===== src/hbsp_pkg.sv =====
package hbsp_pkg;

  // Clock and DMA address setup time before master sync
  localparam int CLK_MHZ    = 200;
  localparam int DESKEW_NS  = 75;
  localparam int DESKEW_CYC = (DESKEW_NS * CLK_MHZ + 999) / 1000;

  // Address map: I/O page top bits and word offset bit A1
  localparam logic [4:0] IO_PAGE_TOP = 5'h1F;
  localparam logic       IP_OFFSET   = 1'b0;
  localparam logic       SA_OFFSET   = 1'b1;

  // Reset values and fixed answers
  localparam logic [7:0]  VEC_RESET    = 8'h36;   // 154 octal, vector bits 8:1
  localparam logic [3:0]  BR_LEVEL5    = 4'h2;    // One-hot over BR7..BR4
  localparam logic [15:0] XCHG_RESET   = 16'h0000;
  localparam logic [15:0] IP_READ_DATA = 16'h0000;
  localparam logic [1:0]  CTL_DATI     = 2'h0;
  localparam logic [1:0]  CTL_DATO     = 2'h2;

  typedef enum logic [0:0] {
    SL_IDLE = 1'b0,
    SL_ACK  = 1'b1
  } hbsp_slave_st_t;

  typedef enum logic [1:0] {
    IQ_IDLE = 2'b00,
    IQ_REQ  = 2'b01,
    IQ_VEC  = 2'b10,
    IQ_END  = 2'b11
  } hbsp_irq_st_t;

  typedef enum logic [2:0] {
    DM_IDLE = 3'b000,
    DM_NPR  = 3'b001,
    DM_SACK = 3'b010,
    DM_ADDR = 3'b011,
    DM_SYNC = 3'b100,
    DM_END  = 3'b101
  } hbsp_dma_st_t;

  // Decoded slave access
  typedef struct packed {
    logic hit;
    logic ip;
    logic sa;
    logic wr;
  } hbsp_access_t;

endpackage : hbsp_pkg


===== src/hbsp_port.sv =====
`timescale 1ns/1ps
module hbsp_port
  import hbsp_pkg::*;
(
  input  wire logic        i_clk,
  input  wire logic        i_rst,
  // Backplane bus
  input  wire logic [17:0] i_bus_addr,
  input  wire logic [1:0]  i_bus_ctl,
  input  wire logic [15:0] i_bus_data,
  input  wire logic        i_bus_msyn,
  input  wire logic        i_bus_ssyn,
  input  wire logic        i_bus_bbsy,
  input  wire logic        i_bus_init,
  input  wire logic        i_bus_bg5,
  input  wire logic        i_bus_npg,
  input  wire logic [11:0] i_base_jumper,
  output logic [17:0]      o_bus_addr,
  output logic             o_bus_addr_oe_n,
  output logic [1:0]       o_bus_ctl,
  output logic [15:0]      o_bus_data,
  output logic             o_bus_data_oe_n,
  output logic             o_bus_msyn,
  output logic             o_bus_ssyn,
  output logic             o_bus_intr,
  output logic [3:0]       o_bus_br,
  output logic             o_bus_npr,
  output logic             o_bus_sack,
  output logic             o_bus_bbsy,
  // Local processor side
  input  wire logic        i_lp_l2h_wr,
  input  wire logic [15:0] i_lp_l2h_data,
  input  wire logic        i_lp_vec_wr,
  input  wire logic [7:0]  i_lp_vec_data,
  input  wire logic        i_lp_ie_wr,
  input  wire logic        i_lp_ie,
  input  wire logic        i_lp_host_irq,
  input  wire logic        i_lp_ptr_load,
  input  wire logic [17:0] i_lp_ptr_data,
  input  wire logic        i_dma_go,
  input  wire logic        i_dma_to_host,
  input  wire logic [15:0] i_dma_wdata,
  output logic [15:0]      o_h2l_data,
  output logic [7:0]       o_vector,
  output logic             o_ctrl_reinit,
  output logic             o_host_init_write_irq,
  output logic             o_host_poll_read_irq,
  output logic             o_host_exchange_write_irq,
  output logic [15:0]      o_dma_rdata,
  output logic             o_dma_done,
  output logic             o_dma_busy,
  output logic [17:0]      o_dma_ptr
);

  hbsp_access_t   acc;
  hbsp_slave_st_t sl_st_q;
  hbsp_irq_st_t   iq_st_q;
  hbsp_dma_st_t   dm_st_q;

  logic [15:0] host_to_local_exchange_q;
  logic [15:0] local_to_host_exchange_q;
  logic [7:0]  interrupt_vector_hold_q;
  logic        int_enable_q;
  logic        vector_request_q;
  logic        init_seen_q;
  logic        ssyn_q;
  logic        intr_q;
  logic [3:0]  br_q;
  logic        npr_q;
  logic        sack_q;
  logic        bbsy_q;
  logic        msyn_q;
  logic        dma_address_drive_enable_q;
  logic [1:0]  ctl_q;
  logic        to_host_q;
  logic [4:0]  deskew_q;
  logic [15:0] internal_data_bus_q;
  logic        data_oe_n_q;
  logic [15:0] dma_rdata_q;
  logic        done_q;
  logic        busy_q;
  logic        reinit_q;
  logic        ipw_q;
  logic        ipr_q;
  logic        saw_q;
  logic        sl_take;
  logic        sl_release;
  logic        iq_gate;
  logic        iq_release;
  logic        dm_start;
  logic        dm_release;
  logic        init_evt;
  logic [17:0] dma_addr;

  hbsp_addr_match u_match (
    .i_addr        (i_bus_addr),
    .i_ctl         (i_bus_ctl),
    .i_base_jumper (i_base_jumper),
    .o_acc         (acc)
  );

  hbsp_dma_addr u_dma_addr (
    .i_clk       (i_clk),
    .i_rst       (i_rst),
    .i_load      (i_lp_ptr_load),
    .i_load_addr (i_lp_ptr_data),
    .i_inc       (dm_release),
    .o_addr      (dma_addr)
  );

  // Slave events; no slave answer while this end masters the bus
  assign sl_take    = (sl_st_q == SL_IDLE) && i_bus_msyn && acc.hit &&
                      (dm_st_q == DM_IDLE);
  assign sl_release = (sl_st_q == SL_ACK) && !i_bus_msyn;
  assign iq_gate    = (iq_st_q == IQ_REQ) && i_bus_bg5;
  assign iq_release = (iq_st_q == IQ_VEC) && i_bus_ssyn;
  assign dm_start   = (dm_st_q == DM_SACK) && !i_bus_bbsy && !i_bus_ssyn && !i_bus_npg;
  assign dm_release = (dm_st_q == DM_END) && !i_bus_ssyn;
  // Bus init counts once per assertion, like a port write
  assign init_evt   = (sl_take && acc.ip && acc.wr) || (i_bus_init && !init_seen_q);

  // Slave handshake: SSYN rises with data, falls only after MSYN goes
  always_ff @(posedge i_clk or posedge i_rst) begin
    if (i_rst) begin
      sl_st_q <= SL_IDLE;
      ssyn_q  <= 1'b0;
    end else if (sl_take) begin
      sl_st_q <= SL_ACK;
      ssyn_q  <= 1'b1;
    end else if (sl_release) begin
      sl_st_q <= SL_IDLE;
      ssyn_q  <= 1'b0;
    end
  end

  // Host-to-local exchange register, loaded from the bus lines; each write
  // replaces the last, so ring base low and then high reach the local side in order
  always_ff @(posedge i_clk or posedge i_rst) begin
    if (i_rst) begin
      host_to_local_exchange_q <= XCHG_RESET;
    end else if (sl_take && acc.sa && acc.wr) begin
      host_to_local_exchange_q <= i_bus_data;
    end
  end

  // Local-to-host exchange register, written only by the local side
  always_ff @(posedge i_clk or posedge i_rst) begin
    if (i_rst) begin
      local_to_host_exchange_q <= XCHG_RESET;
    end else if (i_lp_l2h_wr) begin
      local_to_host_exchange_q <= i_lp_l2h_data;
    end
  end

  // Local interrupt pulses for init writes, poll reads and exchange writes, plus reinit; an exchange read gives none
  always_ff @(posedge i_clk or posedge i_rst) begin
    if (i_rst) begin
      ipw_q    <= 1'b0;
      ipr_q    <= 1'b0;
      saw_q    <= 1'b0;
      reinit_q <= 1'b0;
    end else begin
      ipw_q    <= sl_take && acc.ip && acc.wr;
      ipr_q    <= sl_take && acc.ip && !acc.wr;
      saw_q    <= sl_take && acc.sa && acc.wr;
      reinit_q <= init_evt;
    end
  end

  // Edge memory for bus init level
  always_ff @(posedge i_clk or posedge i_rst) begin
    if (i_rst) begin
      init_seen_q <= 1'b0;
    end else begin
      init_seen_q <= i_bus_init;
    end
  end

  // Vector and enable; both return to defaults on reinitialization
  always_ff @(posedge i_clk or posedge i_rst) begin
    if (i_rst) begin
      interrupt_vector_hold_q <= VEC_RESET;
      int_enable_q            <= 1'b0;
    end else if (init_evt) begin
      interrupt_vector_hold_q <= VEC_RESET;
      int_enable_q            <= 1'b0;
    end else begin
      if (i_lp_vec_wr) begin
        interrupt_vector_hold_q <= i_lp_vec_data;
      end
      if (i_lp_ie_wr) begin
        int_enable_q <= i_lp_ie;
      end
    end
  end

  // Pending vector request; a new request in the gating cycle wins
  always_ff @(posedge i_clk or posedge i_rst) begin
    if (i_rst) begin
      vector_request_q <= 1'b0;
    end else if (i_lp_host_irq && int_enable_q) begin
      vector_request_q <= 1'b1;
    end else if (iq_gate || init_evt) begin
      vector_request_q <= 1'b0;
    end
  end

  // Interrupt sequence: request at level 5, vector out on grant
  always_ff @(posedge i_clk or posedge i_rst) begin
    if (i_rst) begin
      iq_st_q <= IQ_IDLE;
      br_q    <= 4'h0;
      intr_q  <= 1'b0;
    end else begin
      unique case (iq_st_q)
        IQ_IDLE: begin
          if (vector_request_q) begin
            iq_st_q <= IQ_REQ;
            br_q    <= BR_LEVEL5;
          end
        end
        IQ_REQ: begin
          if (iq_gate) begin
            iq_st_q <= IQ_VEC;
            br_q    <= 4'h0;
            intr_q  <= 1'b1;
          end
        end
        IQ_VEC: begin
          if (iq_release) begin
            iq_st_q <= IQ_END;
            intr_q  <= 1'b0;
          end
        end
        IQ_END: begin
          if (!i_bus_ssyn) begin
            iq_st_q <= IQ_IDLE;
          end
        end
      endcase
    end
  end

  // DMA master: one request, one grant, one word, then the bus is freed
  always_ff @(posedge i_clk or posedge i_rst) begin
    if (i_rst) begin
      dm_st_q                    <= DM_IDLE;
      npr_q                      <= 1'b0;
      sack_q                     <= 1'b0;
      bbsy_q                     <= 1'b0;
      msyn_q                     <= 1'b0;
      dma_address_drive_enable_q <= 1'b0;
      ctl_q                      <= CTL_DATI;
      to_host_q                  <= 1'b0;
      deskew_q                   <= 5'h00;
      busy_q                     <= 1'b0;
    end else begin
      unique case (dm_st_q)
        DM_IDLE: begin
          if (i_dma_go) begin
            dm_st_q   <= DM_NPR;
            busy_q    <= 1'b1;
            npr_q     <= 1'b1;
            to_host_q <= i_dma_to_host;
          end
        end
        DM_NPR: begin
          if (i_bus_npg) begin
            dm_st_q <= DM_SACK;
            npr_q   <= 1'b0;
            sack_q  <= 1'b1;
          end
        end
        DM_SACK: begin
          if (dm_start) begin
            dm_st_q                    <= DM_ADDR;
            sack_q                     <= 1'b0;
            bbsy_q                     <= 1'b1;
            dma_address_drive_enable_q <= 1'b1;
            ctl_q                      <= to_host_q ? CTL_DATO : CTL_DATI;
            deskew_q                   <= 5'h00;
          end
        end
        DM_ADDR: begin
          // Address settles on the lines before master sync rises
          if (deskew_q == 5'(DESKEW_CYC - 1)) begin
            dm_st_q <= DM_SYNC;
            msyn_q  <= 1'b1;
          end else begin
            deskew_q <= deskew_q + 5'h01;
          end
        end
        DM_SYNC: begin
          if (i_bus_ssyn) begin
            dm_st_q <= DM_END;
            msyn_q  <= 1'b0;
          end
        end
        DM_END: begin
          if (dm_release) begin
            dm_st_q                    <= DM_IDLE;
            busy_q                     <= 1'b0;
            bbsy_q                     <= 1'b0;
            dma_address_drive_enable_q <= 1'b0;
            ctl_q                      <= CTL_DATI;
          end
        end
        default: begin
          dm_st_q <= DM_IDLE;
          busy_q  <= 1'b0;
        end
      endcase
    end
  end

  // Read data captured at slave answer; done marks the word finished
  always_ff @(posedge i_clk or posedge i_rst) begin
    if (i_rst) begin
      dma_rdata_q <= 16'h0000;
      done_q      <= 1'b0;
    end else begin
      done_q <= dm_release;
      if (dm_st_q == DM_SYNC && i_bus_ssyn && !to_host_q) begin
        dma_rdata_q <= i_bus_data;
      end
    end
  end

  // Shared data buffer. The bus grants one user at a time, so the
  // priority order here only settles cases the bus never produces.
  always_ff @(posedge i_clk or posedge i_rst) begin
    if (i_rst) begin
      internal_data_bus_q <= 16'h0000;
      data_oe_n_q         <= 1'b1;
    end else if (sl_take && !acc.wr) begin
      internal_data_bus_q <= acc.sa ? local_to_host_exchange_q : IP_READ_DATA;
      data_oe_n_q         <= 1'b0;
    end else if (iq_gate) begin
      internal_data_bus_q <= {7'h00, interrupt_vector_hold_q, 1'b0};
      data_oe_n_q         <= 1'b0;
    end else if (dm_start && to_host_q) begin
      internal_data_bus_q <= i_dma_wdata;
      data_oe_n_q         <= 1'b0;
    end else if (sl_release || iq_release || dm_release) begin
      data_oe_n_q         <= 1'b1;
    end
  end

  assign o_bus_addr                = dma_addr;
  assign o_bus_addr_oe_n           = !dma_address_drive_enable_q;
  assign o_bus_ctl                 = ctl_q;
  assign o_bus_data                = internal_data_bus_q;
  assign o_bus_data_oe_n           = data_oe_n_q;
  assign o_bus_msyn                = msyn_q;
  assign o_bus_ssyn                = ssyn_q;
  assign o_bus_intr                = intr_q;
  assign o_bus_br                  = br_q;
  assign o_bus_npr                 = npr_q;
  assign o_bus_sack                = sack_q;
  assign o_bus_bbsy                = bbsy_q;
  assign o_h2l_data                = host_to_local_exchange_q;
  assign o_vector                  = interrupt_vector_hold_q;
  assign o_ctrl_reinit             = reinit_q;
  assign o_host_init_write_irq     = ipw_q;
  assign o_host_poll_read_irq      = ipr_q;
  assign o_host_exchange_write_irq = saw_q;
  assign o_dma_rdata               = dma_rdata_q;
  assign o_dma_done                = done_q;
  assign o_dma_busy                = busy_q;
  assign o_dma_ptr                 = dma_addr;
endmodule : hbsp_port


===== src/hbsp_addr_match.sv =====
`timescale 1ns/1ps
module hbsp_addr_match
  import hbsp_pkg::*;
(
  input  wire logic [17:0] i_addr,
  input  wire logic [1:0]  i_ctl,
  input  wire logic [11:0] i_base_jumper,
  output hbsp_access_t     o_acc
);

  logic port_address_match;

  // Base covers A13:A2; A1 picks the port, A0 ignored for word access
  assign port_address_match = (i_addr[17:13] == IO_PAGE_TOP) &&
                              (i_addr[13:2] == i_base_jumper);

  // C1 alone gives direction; C0 byte flag is not used by these ports
  assign o_acc.hit = port_address_match;
  assign o_acc.ip  = port_address_match && (i_addr[1] == IP_OFFSET);
  assign o_acc.sa  = port_address_match && (i_addr[1] == SA_OFFSET);
  assign o_acc.wr  = i_ctl[1];

endmodule : hbsp_addr_match


===== src/hbsp_dma_addr.sv =====
`timescale 1ns/1ps
module hbsp_dma_addr
  import hbsp_pkg::*;
(
  input  wire logic        i_clk,
  input  wire logic        i_rst,
  input  wire logic        i_load,
  input  wire logic [17:0] i_load_addr,
  input  wire logic        i_inc,
  output logic [17:0]      o_addr
);

  logic [15:0] dma_word_address_q;
  logic [1:0]  dma_address_extension_q;
  logic [16:0] sum;

  // Word step; carry out of bit 15 feeds the extension
  assign sum = {1'b0, dma_word_address_q} + 17'h0_0002;

  // Pointer and extension counters, load wins over increment
  always_ff @(posedge i_clk or posedge i_rst) begin
    if (i_rst) begin
      dma_word_address_q      <= 16'h0000;
      dma_address_extension_q <= 2'h0;
    end else if (i_load) begin
      dma_word_address_q      <= i_load_addr[15:0];
      dma_address_extension_q <= i_load_addr[17:16];
    end else if (i_inc) begin
      dma_word_address_q      <= sum[15:0];
      dma_address_extension_q <= dma_address_extension_q + {1'b0, sum[16]};
    end
  end

  assign o_addr = {dma_address_extension_q, dma_word_address_q};
endmodule : hbsp_dma_addr


===== config.mk =====
export PLATFORM = sky130hd
export DESIGN_NAME = hbsp_port
export DESIGN_NICKNAME = d
export VERILOG_FILES = /design/src/hbsp_pkg.sv /design/src/hbsp_port.sv /design/src/hbsp_addr_match.sv /design/src/hbsp_dma_addr.sv
export SDC_FILE = /design/constraint.sdc
export NUM_CORES = 1
export LEC_CHECK = 0
export CORE_ASPECT_RATIO = 0.75
export CORE_UTILIZATION = 45
export CTS_CLUSTER_SIZE = 16
export DETAILED_ROUTE_END_ITERATION = 8
export DONT_BUFFER_PORTS = 1
export GPL_TIMING_DRIVEN = 0
export MAX_ROUTING_LAYER = met4
export PLACE_DENSITY = 0.63
export SETUP_SLACK_MARGIN = 0.4
export SYNTH_ARGS = -nofsm -noshare
export SYNTH_HDL_FRONTEND = slang
export SYNTH_SLANG_ARGS = --single-unit

===== constraint.sdc =====
create_clock -name i_clk -period 5.6 [get_ports i_clk]
set_input_delay 1.12 -clock i_clk [delete_from_list [all_inputs] [get_ports i_clk]]
set_output_delay 1.12 -clock i_clk [all_outputs]
set_load 0.05 [all_outputs]

# After elaboration in Yosys (flattened, before gate mapping)
# Index checks and enable logic that the tools add are counted.
# W data, S select, Z words.
[totals]
ff_bits = 123
latch_bits = 0
ram_bits = 0
rom_bits = 0
mem_count = 0
[op_classes]
addsub = 3
mul = 0
div_mod_pow = 0
magnitude_cmp = 0
n_eq_ne = 22
shifts = 0
muxes = 58
n_bitwise = 3
n_reduce_logical = 64
[op_table]
columns = ["cell", "n"]
rows = [
  ["$mux W16", 6],
  ["$logic_and A1 B1 Y1", 24],
  ["$reduce_and A3 Y1", 8],
  ["$reduce_bool A2 Y1", 12],
  ["$ne A2 B2 Y1 const B", 11],
  ["$mux W1", 20],
  ["$mux W2", 9],
  ["$mux W3", 6],
  ["$pmux W3 S6", 1],
  ["$add A16 B2 Y17 const B", 1],
  ["$mux W8", 2],
  ["$eq A12 B12 Y1", 1],
  ["$mux W5", 2],
  ["$pmux W1 S2", 5],
  ["$pmux W5 S2", 1],
  ["$logic_not A1 Y1", 8],
  ["$mux W4", 2],
  ["$pmux W2 S4", 1],
  ["$pmux W4 S2", 1],
  ["$eq A3 B2 Y1 const B", 2],
  ["$eq A3 B3 Y1 const B", 2],
  ["$reduce_and A6 Y1", 1],
  ["$add A5 B1 Y5 const B", 1],
  ["$eq A5 B4 Y1 const B", 1],
  ["other kinds (16)", 22],
]

# Longest topological paths before layout
[depth]
ltp_word = 10
mapped_depth = 8

# Modules after synthesis
# Synthesis repeated with hierarchy kept, for this count alone.
[hier_totals]
hier_cells = 496
area_unflattened_um2 = 5855.6
[modules_own_cells]
columns = ["mod", "instances", "cells_each", "area_each_um2"]
rows = [
  ["hbsp_port", 1, 362, 4636.9],
  ["hbsp_dma_addr", 1, 106, 1022.2],
  ["hbsp_addr_match", 1, 28, 196.4],
]

# Least setup slack after synthesis
# No wires, ideal clock.
[synth_path]
kind = "input-to-reg"
startpoint = "input i_base_jumper[5]"
endpoint = "register host_to_local_exchange_q[0], in the netlist o_h2l_data[0]"
setup_ps = 125
t_arrival_ps = 2861
setup_slack_ps = 2614
stages = 6
path_cell_list = "xor2_1 -> or4_4 -> or4_4 -> buf_6 -> buf_12 -> mux2_4"
[synth_between]
elab_chain_len = 6
elab_cells_between_ends = 7
classes_between = "eq/ne (1); reduce/logical (6)"
[synth_lines]
columns = ["element", "line", "text"]
rows = [
  ["from (decl)", "hbsp_port.sv:17", "input wire logic [11:0] i_base_jumper,"],
  ["$eq A12 B12 Y1 *", "hbsp_addr_match.sv:15", "(i_addr[13:2] == i_base_jumper);"],
  ["$logic_and A1 B1 Y1 *", "hbsp_addr_match.sv:14", "assign port_address_match = (i_addr[17:13] == IO_PAGE_TOP) &&"],
  ["$logic_and A1 B1 Y1 (2 in a row)", "hbsp_port.sv:112", "assign sl_take = (sl_st_q == SL_IDLE) && i_bus_msyn && acc.hit &&"],
  ["$logic_and A1 B1 Y1 * (2 in a row)", "hbsp_port.sv:141", "end else if (sl_take && acc.sa && acc.wr) begin"],
  ["to (signal assigned)", "hbsp_port.sv:142", "host_to_local_exchange_q <= i_bus_data;"],
  ["to (decl)", "hbsp_port.sv:60", "logic [15:0] host_to_local_exchange_q;"],
]
# Mark *: on every way between the ends. The rest lies on a longest branch, timed or not.
# A chain may end at the register's enable or synchronous reset.

# Worst setup path in the final report
[layout_path]
startpoint = "input i_bus_ssyn"
endpoint = "register internal_data_bus_q[2], in the netlist o_bus_data[2]"
[layout_between]
elab_chain_len = 5
[layout_lines]
columns = ["element", "line", "text"]
rows = [
  ["from (decl)", "hbsp_port.sv:12", "input wire logic i_bus_ssyn,"],
  ["$logic_not A1 Y1", "-", ""],
  ["$logic_and A1 B1 Y1 (2 in a row)", "hbsp_port.sv:117", "assign dm_start = (dm_st_q == DM_SACK) && !i_bus_bbsy && !i_bus_ssyn && !i_bus_npg;"],
  ["$logic_and A1 B1 Y1", "hbsp_port.sv:341", "end else if (dm_start && to_host_q) begin"],
  ["$reduce_bool A3 Y1 (no line)", "-", ""],
  ["to (signal assigned)", "hbsp_port.sv:336", "internal_data_bus_q <= acc.sa ? local_to_host_exchange_q : IP_READ_DATA;"],
  ["to (signal assigned)", "hbsp_port.sv:339", "internal_data_bus_q <= {7'h00, interrupt_vector_hold_q, 1'b0};"],
  ["to (signal assigned)", "hbsp_port.sv:342", "internal_data_bus_q <= i_dma_wdata;"],
  ["to (decl)", "hbsp_port.sv:77", "logic [15:0] internal_data_bus_q;"],
]
# Every way passes these cells.

==> qor.txt <==
Gpl congestion: 0.906
CTS H-tree depth: 4
Seq cells post-synth: 119
Finished Cell Area: 6870 um2
Post-DP Area: 6240 um2
Nets@finish: 709
DR WL/cell: 19.2 um
Primary FF master, synth: dfrtp_1
Skew final: 0.0108 ns
1st-pass router iterations: 4
Die H: 102 um
Critical Path Fanout Max: 10
Layout cells sized above 1: 0.201
Area growth from synthesis to layout: 14.9%
Via Count: 4,307
CTS tree: yes
Die X-Extent: 135 um
Dpl hpwl: 10,800 um
Sequential Area: 2980 um2
CTS Buffer Depth: 2
GRT Util Overall: 0.224
Worst Hold Class: register to register
Worst skew pair latency: 0.42 ns
Most frequent cells in the layout: 114 x dfrtp_1, 55 x nand2_1, 41 x mux2_2
Worst-path clk slew: 0.05 ns
WL final: 14,700 um
Gate count after technology mapping: 555
WP data required: 5.94 ns
TNS Setup: 0 ns
Register area share after synthesis: 0.499
RSZ-0062 raised after global routing: false
Worst-margin pin slew: 1.30 ns
P_leak: 3.03 nW
Post_cts resized: 0
# DRC: 0
Syn Area/Cell: 10.8 um2
Kind of critical path: primary input to register
# hold bufs at CTS: 0
Minimum clock period: 2.76 ns
Cell Rows: 36
Slew Limit Fails: 0
Root Buffer: clkbuf_16
Setup Fix Bufs, Post-CTS: 0
Slew margin rel.: 0.123
Initial Utilization: 0.461
Area occupied by multi-input gates: 2650 um2
Clk sinks: 119
Worst setup EP type: register
Largest net degree at the start of global routing: 88
Synth warn: 0
Final setup fails: 0
Max Cap Violations: 0
Final worst-path cycle share: 0.492
I/O Buffers: 0
Post-Syn Area: 5980 um2
Worst vdd ir: 236 uV
Initial antenna violation count: 1
Number of CTS-inserted buffers: 17
Gr ovfl total: 0
Initial DRC Count: 203
Via density: 5.64
PD cells: 486 nW/um2
Maximum clock rate: 0.363 GHz
Commonest non-fill, non-tap cell in the layout: dfrtp_1
Post-DRT Antenna Nets: 0
Critical path arrival: 3.09 ns
Setup crit start kind: primary input
Post-synth EDFFs: 0
Final hold violation count: 0
IO Pins: 234
First-pass GRT wire length: 22,600 um
Status: finished, final reports clean
Layout fillers: 1,156
Vias in the first global route: 4,270
Post-synth cell types: 52
Core area: 13,000 um2
Die area: 13,800 um2
Async S/R FF share, synth: 1.00
kinds of logic after synthesis:
logic type | Yosys count | synth area share
xor gates and xnor gates | 25 | 0.0366
DFF | 119 | 0.499
muxes | 75 | 0.142
buffers and inverters | 65 | 0.0592
AOI/OAI and AO/OA | 100 | 0.106
other | 1 | 0.000627
and+or+nand+nor | 161 | 0.137
adders and majority gates | 9 | 0.0188
area by class of cell:
cell class,count,share of cell area
buffer,52,0.0445
antenna,1,0.000364
timing repair buffer,1,0.00401
tap,171,0.0312
clock inverter,8,0.0213
inverter,13,0.00783
sequential,119,0.435
clock buffer,24,0.0701
multi-input combinational,374,0.386
critical path: stages:
cell	delay (ns)
nor4_1	1.05
clkbuf_1	0.43
a31oi_1	0.17
o2bb2ai_1	0.17
mux2i_1	0.14
per-layer routing:
layer,wire [um],part of all wire,track usage,vias to the layer above
met5,0,0,-,-
met4,240,0.016,0.0856,0
met3,1160,0.079,0.0873,23
met2,6830,0.47,0.327,164
met1,6450,0.44,0.281,2123
li1,-,-,-,1997
cells in the mapped netlist, drive strengths merged, types with 3 or more instances:
| cell | number | share of area |
|---|---|---|
| nor4 | 9 | 0.0094 |
| mux2i | 24 | 0.040 |
| a21o | 14 | 0.018 |
| mux2 | 51 | 0.10 |
| nand4 | 10 | 0.010 |
| a21oi | 12 | 0.010 |
| buf | 29 | 0.037 |
| xor2 | 13 | 0.019 |
| ha | 9 | 0.019 |
| a311o | 3 | 0.0050 |
| xnor2 | 12 | 0.018 |
| nor2 | 19 | 0.012 |
| dfrtp | 114 | 0.48 |
| a31oi | 9 | 0.0094 |
| nor3 | 10 | 0.0084 |
| nand3 | 21 | 0.018 |
| clkbuf | 23 | 0.014 |
| o22ai | 3 | 0.0031 |
| o21ai | 40 | 0.033 |
| nand2b | 13 | 0.014 |
| inv | 13 | 0.0082 |
| and3 | 4 | 0.0042 |
| o211ai | 5 | 0.0063 |
| nand2 | 55 | 0.035 |
| dfstp | 5 | 0.022 |
| and2 | 3 | 0.0031 |
| or4 | 5 | 0.0075 |
| o2bb2ai | 7 | 0.010 |
state kept, by name (all words and copies together) (netlist names), 2 cells and up:
signal	cells
local_to_host_exchange_q	16
o_bus_data	16
o_dma_rdata	16
o_h2l_data	16
u_dma_addr.dma_word_address_q	16
o_vector	8
deskew_q	5
dm_st_q	3
iq_st_q	2
u_dma_addr.dma_address_extension_q	2
where the power goes:
group	internal, mW	switching (mW)	leakage [nW]
Sequential	1.02	0.544	1.48
Clock	0.779	0.375	0.304
Combinational	0.251	0.374	1.24
path summary, 6_finish.rpt:
path	from	to	slack (ns)	cells past startpoint
max	i_bus_ssyn	o_bus_data[2]	2.84	5
min	local_to_host_exchange_q[11]	local_to_host_exchange_q[11]	0.50	1
min in group asynchronous	i_rst	o_h2l_data[0]	0.54	1
max reg2reg	o_bus_ssyn	o_bus_data[8]	2.86	6
max in group asynchronous	i_rst	o_vector[2]	4.33	2
min reg2reg	local_to_host_exchange_q[11]	local_to_host_exchange_q[11]	0.50	1
metrics by stage:
stage                     total power [mW]  hold WS [ns]   util  setup slack, ns  cells
final                                 3.34         0.504  0.529             2.84    763
after global routing                  3.50         0.515  0.529             2.67    763
after CTS                             3.36         0.509  0.529             2.80    762
after detailed placement              2.20         0.497  0.481             2.41    730
after global placement                2.16         0.491  0.478           0.0568    729
after floorplan                       2.02         0.481      -             1.33    558
Note: power is estimated with default switching activity, not from simulation.
